===== src/logic/ahp_pkg.sv =====
// Package for the converter host port control logic
`default_nettype none
package ahp_pkg;
    localparam int DATA_W        = 12;
    localparam int RES_W         = 10;
    // Address field in the top two bits
    localparam int ADDR_HI       = 11;
    localparam int ADDR_LO       = 10;
    localparam logic [1:0] ADDR_CR0 = 2'h0;
    localparam logic [1:0] ADDR_CR1 = 2'h1;
    // Second control register fields
    localparam int BIT_RESET     = 0;
    localparam int BIT_SYNC_CLR  = 1;
    localparam int BIT_DIR_SEL   = 6;
    localparam int BIT_FORMAT    = 7;
    localparam int BIT_OFFSET    = 8;
    localparam int BIT_RSVD9     = 9;
    localparam logic [9:0] CR1_RESET = 10'h030;
    localparam logic [9:0] CR0_RESET = 10'h020;
    localparam logic [9:0] RSVD_MASK = 10'h03C;

    // Pin bundle from the host
    typedef struct packed {
        logic cs_n;
        logic cs;
        logic rd_n;
        logic wr_n;
    } ahp_pins_s;

    typedef enum logic [1:0] {
        ST_IDLE,
        ST_CAL_WAIT,
        ST_CAL_DONE
    } ahp_cal_e;
endpackage : ahp_pkg
`default_nettype wire


===== src/logic/ahp_host_port.sv =====
// Host port with second control register, offset calibration and result path
// Overview of operation
// RULE1: Reset bit holds device reset until cleared
// RULE2: Sync clear bit resets sync generator
// RULE3: Host sets sync clear for multichannel
// RULE4: Direction mode: write pin gives direction
// RULE5: Separate mode: distinct read and write strobes
// RULE6: Format bit picks twos-complement or binary
// RULE7: Calibration bit forces zero input conversion
// RULE8: Stored offset subtracted from later results
// RULE9: Read strobe active when all valid
// RULE10: Read strobe ends on first inactive
// RULE11: Read strobe drives data and enables
// RULE12: Write strobe active when all valid
// RULE13: Write strobe ends on first inactive
// RULE14: Write strobe loads addressed control register
// RULE15: Host ties read pin high in direction mode
// RULE16: Top bits 01 select second register
`default_nettype none
module ahp_host_port
(
    // Clock and reset
    input  wire logic                       CLK_I,
    input  wire logic                       RST_N_I,
    // Host pins
    input  wire logic                       CHIP_SELECT_LOW_ACTIVE_N_I,
    input  wire logic                       CHIP_SELECT_HIGH_ACTIVE_I,
    input  wire logic                       RD_N_I,
    input  wire logic                       WR_N_I,
    input  wire logic [ahp_pkg::DATA_W-1:0] DATA_I,
    output logic      [ahp_pkg::DATA_W-1:0] DATA_O,
    output logic                            DATA_OE_O,
    // Converter core
    input  wire logic [ahp_pkg::RES_W-1:0]  CONV_RESULT_I,
    input  wire logic                       CONV_VALID_I,
    output logic                            CONV_ZERO_INPUT_O,
    output logic                            SYNC_GEN_CLEAR_O,
    output logic                            DEVICE_RESET_O,
    output logic      [9:0]                 CTRL0_O,
    output logic      [9:0]                 CTRL1_O
);
    import ahp_pkg::*;

    ahp_pins_s pins;
    logic      rd_int;
    logic      wr_int;
    logic      wr_int_d;
    logic [9:0] ctrl0;
    logic [9:0] ctrl1;
    logic [RES_W-1:0] offset;
    logic [RES_W-1:0] result;
    logic      sync_clr;
    ahp_cal_e  cal_state;
    ahp_cal_e  next_cal_state;

    assign pins = '{cs_n: CHIP_SELECT_LOW_ACTIVE_N_I, cs: CHIP_SELECT_HIGH_ACTIVE_I,
                    rd_n: RD_N_I, wr_n: WR_N_I};

    ahp_strobe u_strobe
    (
        .pins_i    (pins),
        .dir_sel_i (ctrl1[BIT_DIR_SEL]),
        .rd_int_o  (rd_int),
        .wr_int_o  (wr_int)
    );

    // Load on the closing edge of the write strobe, when data is settled
    wire        wr_done  = wr_int_d & ~wr_int;
    logic [DATA_W-1:0] wr_word;
    wire [1:0]  wr_addr  = wr_word[ADDR_HI:ADDR_LO];
    wire        hit_cr1  = wr_done & (wr_addr == ADDR_CR1);               // [RULE16]
    wire        hit_cr0  = wr_done & (wr_addr == ADDR_CR0);               // [RULE14]
    wire        in_reset = ctrl1[BIT_RESET];

    always_ff @(posedge CLK_I or negedge RST_N_I)
    begin
        if (!RST_N_I)
        begin
            wr_int_d <= 1'b0;
            wr_word  <= '0;
        end
        else
        begin
            wr_int_d <= wr_int;
            if (wr_int)
                wr_word <= DATA_I;
        end
    end

    // Reset bit keeps both registers at defaults, except it remains writable
    always_ff @(posedge CLK_I or negedge RST_N_I)
    begin
        if (!RST_N_I)
        begin
            ctrl0 <= CR0_RESET;
            ctrl1 <= CR1_RESET;
        end
        else if (hit_cr1)
        begin
            if (wr_word[BIT_RESET])
                ctrl1 <= CR1_RESET | 10'h001;                            // [RULE1]
            else
                ctrl1 <= (wr_word[9:0] & ~RSVD_MASK & ~10'h200)
                         | CR1_RESET & RSVD_MASK;                        // [RULE14]
            if (wr_word[BIT_RESET])
                ctrl0 <= CR0_RESET;                                      // [RULE1]
        end
        else if (hit_cr0 && !in_reset)
            ctrl0 <= wr_word[9:0];                                       // [RULE14]
        else if (in_reset)
            ctrl0 <= CR0_RESET;                                          // [RULE1]
    end

    // One-cycle sync clear pulse per write carrying the bit
    always_ff @(posedge CLK_I or negedge RST_N_I)
    begin
        if (!RST_N_I)
            sync_clr <= 1'b0;
        else
            sync_clr <= hit_cr1 & wr_word[BIT_SYNC_CLR];                 // [RULE2]
    end

    // Calibration: zero input, wait one conversion, store it
    always_comb
    begin
        next_cal_state = cal_state;
        case (cal_state)
            ST_IDLE:
                if (hit_cr1 && wr_word[BIT_OFFSET] && !wr_word[BIT_RESET])
                    next_cal_state = ST_CAL_WAIT;                        // [RULE7]
            ST_CAL_WAIT:
                if (in_reset)
                    next_cal_state = ST_IDLE;
                else if (CONV_VALID_I)
                    next_cal_state = ST_CAL_DONE;
            ST_CAL_DONE:
                next_cal_state = ST_IDLE;
            default:
                next_cal_state = ST_IDLE;
        endcase
    end

    always_ff @(posedge CLK_I or negedge RST_N_I)
    begin
        if (!RST_N_I)
        begin
            cal_state <= ST_IDLE;
            offset    <= '0;
        end
        else
        begin
            cal_state <= next_cal_state;
            if (cal_state == ST_CAL_WAIT && CONV_VALID_I && !in_reset)
                offset <= CONV_RESULT_I;                                 // [RULE8]
        end
    end

    // Offset removal then format: MSB flip turns offset binary into twos complement
    wire [RES_W-1:0] corrected = CONV_RESULT_I - offset;                 // [RULE8]
    wire [RES_W-1:0] formatted = ctrl1[BIT_FORMAT] ? corrected
                                 : {~corrected[RES_W-1], corrected[RES_W-2:0]}; // [RULE6]

    always_ff @(posedge CLK_I or negedge RST_N_I)
    begin
        if (!RST_N_I)
            result <= '0;
        else if (in_reset)
            result <= '0;
        else if (CONV_VALID_I && cal_state != ST_CAL_WAIT)
            result <= formatted;
    end

    // Buffers enabled only while the read strobe is live
    assign DATA_OE_O = rd_int;                                           // [RULE11]
    always_ff @(posedge CLK_I or negedge RST_N_I)
    begin
        if (!RST_N_I)
            DATA_O <= '0;
        else
            DATA_O <= {{(DATA_W-RES_W){1'b0}}, result};                  // [RULE11]
    end

    assign CONV_ZERO_INPUT_O = (cal_state == ST_CAL_WAIT);               // [RULE7]
    assign SYNC_GEN_CLEAR_O  = sync_clr;
    assign DEVICE_RESET_O    = in_reset;
    assign CTRL0_O           = ctrl0;
    assign CTRL1_O           = ctrl1;

    // Pin-level view of the read strobe, derived apart from the strobe former
    wire pins_selected = !CHIP_SELECT_LOW_ACTIVE_N_I && CHIP_SELECT_HIGH_ACTIVE_I;
    wire pins_reading  = pins_selected && WR_N_I && (ctrl1[BIT_DIR_SEL] || !RD_N_I);
endmodule : ahp_host_port
`default_nettype wire


===== src/logic/ahp_strobe.sv =====
// Internal read and write strobe former
`default_nettype none
module ahp_strobe
(
    // Host pins
    input  wire ahp_pkg::ahp_pins_s pins_i,
    // Mode
    input  wire logic               dir_sel_i,
    // Strobes, active high internally
    output logic                    rd_int_o,
    output logic                    wr_int_o
);
    import ahp_pkg::*;
    wire cs_ok    = ~pins_i.cs_n & pins_i.cs;
    // Combined mode: wr_n pin carries direction, read strobe pin ignored
    wire rd_sep   = ~pins_i.rd_n & pins_i.wr_n;
    wire wr_sep   = ~pins_i.wr_n & pins_i.rd_n;
    assign rd_int_o = cs_ok & (dir_sel_i ? pins_i.wr_n : rd_sep);   // [RULE4] [RULE5] [RULE9] [RULE10]
    assign wr_int_o = cs_ok & (dir_sel_i ? ~pins_i.wr_n : wr_sep);  // [RULE4] [RULE5] [RULE12] [RULE13]
endmodule : ahp_strobe
`default_nettype wire


===== config.mk =====
export PLATFORM = sky130hd
export DESIGN_NAME = ahp_host_port
export DESIGN_NICKNAME = d
export VERILOG_FILES = /design/src/logic/ahp_pkg.sv /design/src/logic/ahp_host_port.sv /design/src/logic/ahp_strobe.sv
export SDC_FILE = /design/constraint.sdc
export NUM_CORES = 1
export LEC_CHECK = 0
export BUFFER_PORTS_ARGS = -buffer_cell sky130_fd_sc_hd__buf_4
export CAP_MARGIN = 20
export CORE_ASPECT_RATIO = 1.2
export CORE_MARGIN = 2
export CORE_UTILIZATION = 50
export DETAILED_ROUTE_END_ITERATION = 8
export PLACE_DENSITY = 0.75
export SLEW_MARGIN = 20
export SYNTH_ARGS = -nofsm -noshare
export SYNTH_HDL_FRONTEND = slang
export SYNTH_SLANG_ARGS = --single-unit

===== constraint.sdc =====
create_clock -name CLK_I -period 2.3 [get_ports CLK_I]
set_input_delay 0.23 -clock CLK_I [delete_from_list [all_inputs] [get_ports CLK_I]]
set_output_delay 0.23 -clock CLK_I [all_outputs]
set_load 0.05 [all_outputs]

# Word level (Yosys, flattened, before mapping)

Index checks and enable logic that the tools add are counted.

Bits in registers: 66
Input bits: 29
Output and inout port bits: 36
Word-level logic and storage cells: 58

Add/sub/neg operators: 1
Eq/ne operators: 6
Mux-type cells: 14
Bitwise operators: 14
Reduce and logical (&&, ||, !) cells: 14

Operators with widths:

| kind                 | count |
|---|---|
| $mux W10             | 7 |
| $sub A10 B10 Y10     | 1 |
| $and A1 B1 Y1        | 9 |
| $mux W9              | 1 |
| $logic_and A1 B1 Y1  | 6 |
| $mux W2              | 3 |
| $not A1 Y1           | 5 |
| $eq A2 B1 Y1 const B | 2 |
| $logic_not A2 Y1     | 2 |
| $ne A2 B2 Y1 const B | 2 |
| $pmux W2 S2          | 1 |
| $reduce_and A2 Y1    | 2 |
| $ne A3 B2 Y1 const B | 1 |
| $reduce_bool A3 Y1   | 1 |
| $logic_not A1 Y1     | 2 |
| $mux W1              | 2 |
| $ne A2 B1 Y1 const B | 1 |
| $reduce_bool A2 Y1   | 1 |

# Logic depth before layout (Yosys ltp)

Gate-level depths: netlist of the first run.

Depth after elaboration: 11
Mapped depth: 8
Depth with buffers taken out: 8

# Hierarchy

Synthesis of the first run repeated with hierarchy kept, for this count alone.

Cells, all modules: 232
Area, all modules: 2720.1 um2

By module, submodules not included:

| module        | instances | cells each | area each (um2) |
|---|---|---|---|
| ahp_host_port | 1         | 228        | 2685.1 |
| ahp_strobe    | 1         | 4          | 35.0 |

# Least setup slack after synthesis of the first run

OpenSTA, ideal clock, no wires.

Kind: reg-to-reg
From: register offset[0]
To: register result[8]
Setup time: 0.070 ns
Data arrival time: 1.837 ns
Data required time: 2.230 ns
Path slack: 0.394 ns
Stages on the path, launching flop included: 8
Path buffers: 0
Clock period less this slack: 1.906 ns
Cell sequence: dfrtp_1 > ha_1 > fa_1 > nor2b_1 > o31a_1 > nor4_1 > or4_1 > nand3_1

Longest elaborated chain between the ends: 4

Ends and longest elaborated chain:

| item                     | RTL line             | RTL |
|---|---|---|
| start: declaration       | ahp_host_port.sv:50  | `logic [RES_W-1:0] offset;` |
| start signal: assignment | ahp_host_port.sv:148 | `offset <= '0;` |
| start signal: assignment | ahp_host_port.sv:154 | `offset <= CONV_RESULT_I;` |
| $sub A10 B10 Y10         | ahp_host_port.sv:159 | `wire [RES_W-1:0] corrected = CONV_RESULT_I - offset;` |
| $mux W10                 | ahp_host_port.sv:160 | `wire [RES_W-1:0] formatted = ctrl1[BIT_FORMAT] ? corrected` |
| $mux W10                 | ahp_host_port.sv:169 | `else if (CONV_VALID_I && cal_state != ST_CAL_WAIT)` |
| $mux W10                 | ahp_host_port.sv:167 | `else if (in_reset)` |
| end signal: assignment   | ahp_host_port.sv:170 | `result <= formatted;` |
| end: declaration         | ahp_host_port.sv:51  | `logic [RES_W-1:0] result;` |

No other way between the ends. The select of a mux whose other input is x is not followed.
A chain may end at the register's enable or synchronous reset.

# Worst setup path after layout of the first run

Ends and elaborated chain as after synthesis.

==> results of run 1 <==
logic make-up after synthesis:
group                      Yosys count  share of synthesized area
xor gates and xnor gates             3                    0.00959
buffers and inverters               27                     0.0521
DFF                                 61                      0.558
adders and majority gates           10                     0.0484
other                                2                    0.00274
muxes                               15                     0.0621
and+or+nand+nor                     56                      0.116
AOI/OAI and AO/OA                   58                      0.151
critical path: cells and delay by family (launching register included):
| kind | cells | cell delay, ns |
|---|---|---|
| AO/OA/AOI/OAI | 1 | 0.20 |
| adder cells (fa/ha/maj) | 2 | 0.63 |
| AND/OR/NAND/NOR | 4 | 0.80 |
| flip-flops | 1 | 0.38 |
Yosys cell counts, types with 2 or more instances:
library cell,instances
a211oi_1,3
a21o_1,2
a21oi_1,4
a22o_1,10
buf_2,3
buf_4,10
conb_1,2
dfrtp_1,60
ha_1,9
inv_1,14
mux2_2,13
nand2_1,21
nand2b_1,5
nand2b_4,2
nor2_1,7
nor2b_1,3
nor3_1,3
nor3b_1,4
nor4_1,2
o21a_1,7
o21ai_0,20
o31a_1,2
o31ai_1,5
xnor2_1,2
flip-flops by register name (all words and copies together), names as in the netlist:
name,count
result,10
wr_int_d,1
wr_word,12
SYNC_GEN_CLEAR_O,1
DATA_O,10
cal_state,2
CTRL0_O,10
CTRL1_O,5
offset,10
power breakdown:
part,internal [W],switching [W],total [W],leakage (nW)
Sequential,0.00135,0.000176,0.00153,0.764
Combinational,0.000446,0.000841,0.00129,0.796
Clock,0.000666,0.000393,0.00106,0.116
Total,0.00247,0.00141,0.00388,1.68
worst max-delay path by stage:
stage | startpoint | to | slack, ns
floorplan | offset[0]$_DFFE_PN0P_ | result[8]$_DFFE_PN0P_ | 0.39
global placement | offset[0]$_DFFE_PN0P_ | result[8]$_DFFE_PN0P_ | 0.29
detailed placement | offset[0]$_DFFE_PN0P_ | result[8]$_DFFE_PN0P_ | 0.23
CTS | offset[0]$_DFFE_PN0P_ | result[8]$_DFFE_PN0P_ | 0.21
global route | offset[0]$_DFFE_PN0P_ | result[8]$_DFFE_PN0P_ | 0.13
finish | offset[0]$_DFFE_PN0P_ | result[8]$_DFFE_PN0P_ | 0.22
final cells by class:
type                    instances  area, µm²  share of cell area
inverters                      14       52.6              0.0153
clock buffers                  12        155              0.0451
well taps                      62       77.6              0.0226
clock inverters                 4       70.1              0.0204
repair buffers                 62        468               0.136
multi-input cells             149       1090               0.316
flip-flops and latches         61       1530               0.444
through the flow:
stage | power [W] | hold slack, ns | area [µm²] | cells
floorplan | 0.00245 | -0.0656 | 2760 | 237
global placement | 0.00282 | 0.344 | 3200 | 347
detailed placement | 0.00284 | 0.347 | 3200 | 347
CTS | 0.00391 | 0.0982 | 3440 | 364
global route | 0.00406 | 0.115 | 3440 | 364
finish | 0.00388 | 0.111 | 3440 | 364
routing by layer:
layer	vias up	global-route usage	share of wire
met5	-	0	0
met4	0	0.0617	0.013
met3	9	0.0511	0.054
met2	52	0.300	0.50
met1	910	0.237	0.43
li1	932	-	-
what timing repair did:
action,in CTS,in global routing
buffers inserted,0,0
hold endpoints to repair,54,0
hold buffers,1,0
==> metrics.md, run 1 <==
| Metric | Value |
|---|---|
| GPL Wtd Cong | 0.819 |
| Nets | 336 |
| Core ar. | 5300 µm² |
| Cell count of the worst reg-to-reg path | 7 |
| R2r endpoint | result[8]$_DFFE_PN0P_ |
| H-tree lvl count | 3 |
| FP Rows | 29 |
| Synth area leader | dfrtp_1 |
| Synth area leaders | dfrtp_1 (55%), mux2_2 (5.3%), ha_1 (4.1%) |
| Clock transition at path regs | 0.06 ns |
| Die area | 6090 µm² |
| RSZ-0062 raised after global routing | false |
| Ys async rst share | 1.00 |
| Root buffer cell | clkbuf_8 |
| LEAKAGE | 1.68 nW |
| VDD IR-drop max | 0.582 mV |
| Post-DP HPWL | 3.65 mm |
| Share of layout cells above drive strength 1 | 0.328 |
| Io pins | 65 |
| DRC viols | 0 |
| Via/cell ratio | 5.23 |
| Final count of negative-setup-slack endpoints | 0 |
| CP cell instances | ha_1 > fa_1 > nor2b_1 > o31a_1 > nor4_1 > or4_1 > nand3_1 |
| Outcome | complete, no violations |
| Initial Utilization | 0.517 |
| Slew Viols, Final | 0 |
| DRT iter0 DRCs | 151 |
| Total CTS buffers | 9 |
| Synth Instances | 232 |
| Final period util | 0.905 |
| EDFF count, synth | 0 |
| Worst hold path endpoint | offset[5]$_DFFE_PN0P_ |
| Final worst slack | 0.218 ns |
| HP Class | primary input to flop |
| Synth warn | 0 |
| Area delta synth->final | 25.5% |
| Most common library cell in the layout ignoring fill and taps | buf_4 |
| Synth Flop Type | dfrtp_1 |
| Part of the Yosys area used for sequential elements | 0.558 |
| Worst Hold Depth | 3 |
| Most frequent cells in the layout | buf_4 (61), dfrtp_1 (60), nand2_1 (21) |
| Chip width | 71.6 µm |
| Dpl ws | 0.232 ns |
| GRT Overall Usage | 0.184 |
| Cell area after synthesis | 2740 µm² |
| Top cell type's share of synthesized area | 0.548 |
| Clk sinks | 61 |
| Critical Path AT | 2.34 ns |
| Final hold viol count | 0 |
| Final Util | 0.649 |
| Antenna Cells | 0 |
| Crit end category | flop |
| Filler cell count | 422 |
| WL final | 5.07 mm |
| Crit-path max FO | 3 |
| Reg2reg setup slack | 0.22 ns |
| Final TNS setup | 0 ns |
| Worst slew pin tran | 0.745 ns |
| Worst min-delay path startpoint | CONV_RESULT_I[5] |
| Port bufs | 57 |
| Pin count of the biggest net entering global routing | 62 |
| CTS tree | done |
| Total gr overflow | 0 |
| WL/cell | 13.9 µm |
| Setup crit start kind | flop |
| Syn avg cell area | 11.8 µm² |
| Worst skew pair latency | 0.33 ns |
| Routed vias | 1,903 |
| Crit Path Category | flop to flop |
| Required @ worst endpoint | 2.56 ns |
| DRT antenna net count | 0 |
| Vias in the first global route | 1,866 |
| CP max-delay cell | or4_1 |
| Initial antenna violation count | 0 |
| Distinct cells, synth | 43 |
| Pwr/cell area | 1130 nW/µm² |
| Worst Clk Skew | 0.00822 ns |
| Number of synthesized register bits | 61 |
| MaxCap Viol Count | 0 |
| CP peak stage delay | 0.47 ns |
| CTS resizes | 0 |
| Headroom to the max-slew limit | 0.504 |
| First-pass iteration count of the detailed router | 4 |
| First-pass GRT wire length | 8.67 mm |
| Worst R2R Start | offset[0]$_DFFE_PN0P_ |
| Die Ht | 85.1 µm |
| Clock Path Buffers | 2 |
| Final min period | 2.08 ns |
| FMAX | 0.480 GHz |
Note: power is estimated with default switching activity, not from simulation.
==> run 2, diff against run 1 <==
--- a/config.mk
+++ b/config.mk
@@ -5,6 +5,7 @@
 export SDC_FILE = /design/constraint.sdc
 export NUM_CORES = 1
 export LEC_CHECK = 0
+export ABC_AREA = 1
 export BUFFER_PORTS_ARGS = -buffer_cell sky130_fd_sc_hd__buf_4
 export CAP_MARGIN = 20
 export CORE_ASPECT_RATIO = 1.2
==> run 2 against run 1 <==
  * Global-route usage grew 0.70 points
  * Final cell count grew 27%
  * Critical path type unchanged
  * Maximum frequency grew 24%
  * Design area grew 4.6%
  * Core utilization is 1.0 points lower
  * Synthesized cell count grew 43%
  * Clock skew rose by 0.0013 ns
  * Area after synthesis up 5.8%
  * First-iteration DRC count rose by 14%
==> metrics.md, run 2 <==
| Metric | Value |
|---|---|
| Headroom to the max-slew limit | 0.507 |
| Final Util | 0.639 |
| Outcome | complete, no violations |
| Io pins | 65 |
| First-pass iteration count of the detailed router | 4 |
| Crit Path Category | flop to flop |
| FP Rows | 30 |
| Final hold viol count | 0 |
| Number of synthesized register bits | 61 |
| DRT iter0 DRCs | 172 |
| CP max-delay cell | fa_1 |
| Crit path top cell by count | nand2_1 |
| Worst Hold Depth | 3 |
| Clk sinks | 61 |
| Clock power frac | 0.339 |
| Final period util | 0.732 |
| Worst Clk Skew | 0.00953 ns |
| Ys async rst share | 1.00 |
| Most numerous cell in the Yosys netlist | nand2_1 |
| Area delta synth->final | 24.0% |
| Combinational Power Share | 0.265 |
| First-pass GRT wire length | 9.24 mm |
| EDFF count, synth | 0 |
| Final min period | 1.68 ns |
| Antenna Cells | 0 |
| VDD IR-drop max | 0.447 mV |
| Distinct cells, synth | 34 |
| Vias in the first global route | 2,167 |
| Fin area | 3600 µm² |
| Synth warn | 0 |
| Met1 Resource Use GR | 0.217 |
| R2r endpoint | result[8]$_DFFE_PN0P_ |
| Required @ worst endpoint | 2.54 ns |
| Crit-path max FO | 3 |
| Placed inst area | 3330 µm² |
| Total gr overflow | 0 |
| Met2 Track Usage GR | 0.328 |
| Worst skew pair latency | 0.34 ns |
| Die area | 6430 µm² |
| Synth Instances | 331 |
| LEAKAGE | 1.99 nW |
| CP Buf/Inv Count | 1 |
| Initial Utilization | 0.515 |
| Multi-input gate area | 1130 µm² |
| CP cell instances | ha_1 > fa_1 > inv_1 > nand3_1 > nand2_1 > nand2_1 > nand2_1 > nand2_1 > nand3_1 > nand2_1 |
| WL/cell | 12.0 µm |
| Routed vias | 2,236 |
| Crit end category | flop |
| Most flops, register | wr_word |
| Internal | 0.00237 W |
| Reg2reg setup slack | 0.62 ns |
| Top cell type's share of synthesized area | 0.518 |
| Port bufs | 57 |
| Slew Viols, Final | 0 |
| Cell count of the worst reg-to-reg path | 10 |
| Max FFs per register | 12 |
| Cell area after synthesis | 2900 µm² |
| Nets | 431 |
| Met3 Resource Use GR | 0.0532 |
| DRT antenna net count | 0 |
| WL final | 5.52 mm |
| Via/cell ratio | 4.85 |
| Part of the Yosys area used for sequential elements | 0.527 |
| Post-DP HPWL | 4.01 mm |
| Initial antenna violation count | 0 |
| Chip width | 73.5 µm |
| Synth area leaders | dfrtp_1 (52%), nand2_1 (16%), inv_1 (5.0%) |
| Syn avg cell area | 8.76 µm² |
| Worst R2R Start | offset[0]$_DFFE_PN0P_ |
| Filler cell count | 487 |
| NetSw | 0.00123 W |
| RSZ-0062 raised after global routing | false |
| Clock Path Buffers | 2 |
| Switching share of power | 0.342 |
| Most common library cell in the layout ignoring fill and taps | nand2_1 |
| H-tree lvl count | 3 |
| Die Ht | 87.4 µm |
| Pwr/cell area | 1000 nW/µm² |
| Critical Path AT | 1.92 ns |
| GPL Wtd Cong | 0.802 |
| Root buffer cell | clkbuf_8 |
| DRC viols | 0 |
| Setup crit start kind | flop |
| Final count of negative-setup-slack endpoints | 0 |
| Worst slew pin tran | 0.739 ns |
| FMAX | 0.594 GHz |
| Synth top cells by count | nand2_1 (125), dfrtp_1 (60), inv_1 (39) |
| Clock transition at path regs | 0.07 ns |
| CTS tree | done |
| Worst min-delay path startpoint | DATA_I[4] |
| GRT Overall Usage | 0.191 |
| Postcts setup bufs | 0 |
| CP peak stage delay | 0.41 ns |
| Synth area leader | dfrtp_1 |
| Worst hold path endpoint | wr_word[4]$_DFFE_PN0P_ |
| Pin count of the biggest net entering global routing | 62 |
| CP delay by family, top | adder cells |
| MaxCap Viol Count | 0 |
| Most frequent cells in the layout | nand2_1 (125), dfrtp_1 (60), buf_4 (57) |
| Reg power frac | 0.396 |
| Final TNS setup | 0 ns |
| Total CTS buffers | 9 |
| Share of layout cells above drive strength 1 | 0.239 |
| Core ar. | 5630 µm² |
| Register Area | 1530 µm² |
| Synth Flop Type | dfrtp_1 |
| GRT busiest layer | met2 |
| CTS resizes | 0 |
| HP Class | primary input to flop |
run 2: logic make-up (layout without fill, tap and decap cells):
kind of cell,Yosys count,count (layout),synth area share
xor gates and xnor gates,1,1,0.00302
AOI/OAI and AO/OA,33,33,0.0626
DFF,61,61,0.527
buffers and inverters,55,116,0.0884
other,2,7,0.00259
adders and majority gates,10,10,0.0457
and+or+nand+nor,169,169,0.271
run 2: per-stage QoR:
stage	hold slack (ns)	setup slack (ns)	std cells	total power (W)
6_report	0.0788	0.615	461	0.00360
5_1_grt	0.0735	0.436	461	0.00377
4_1_cts	0.0722	0.611	461	0.00362
3_5_place_dp	0.352	0.619	444	0.00240
3_3_place_gp	0.348	0.651	444	0.00238
2_1_floorplan	-0.0656	0.719	336	0.00211
run 2: worst max-delay path by stage:
stage	slack, ns	from	to	cells past startpoint
after floorplan	0.72	offset[0]$_DFFE_PN0P_	result[8]$_DFFE_PN0P_	10
after global placement	0.65	offset[0]$_DFFE_PN0P_	result[8]$_DFFE_PN0P_	10
after detailed placement	0.62	offset[0]$_DFFE_PN0P_	result[8]$_DFFE_PN0P_	10
after CTS	0.61	offset[0]$_DFFE_PN0P_	result[8]$_DFFE_PN0P_	10
after global routing	0.44	offset[0]$_DFFE_PN0P_	result[8]$_DFFE_PN0P_	10
final	0.62	offset[0]$_DFFE_PN0P_	result[8]$_DFFE_PN0P_	10
run 2: tightest hold or removal path: cells and delay by family:
family / cells / cell delay (ns)
buf+inv: 1 / 0.08
simple gates: 2 / 0.08
run 2: per-layer routing:
layer	routed length [µm]	up-vias
met5	0	-
met4	102	0
met3	303	11
met2	2820	55
met1	2290	1040
li1	-	1130
run 2: final cells by class:
type	instances	share of cell area
clock inverter	3	0.0250
tap	64	0.0223
multi-input combinational	220	0.315
timing repair buffer	58	0.122
sequential	61	0.425
clock buffer	13	0.0470
inverter	42	0.0438
run 2: power by group through the flow:
stage	Clock (W)	Sequential [W]	Combinational, W
after floorplan	0	0.00169	0.000418
after global placement	0	0.00143	0.000947
after detailed placement	0	0.00144	0.000959
after CTS	0.00123	0.00143	0.000966
after global routing	0.00129	0.00145	0.00103
final	0.00122	0.00142	0.000954
run 2: repair_timing:
action,in CTS,in global routing
endpoints found under the setup margin,0,0
hold buffers,1,0
endpoints found under the hold margin,60,0
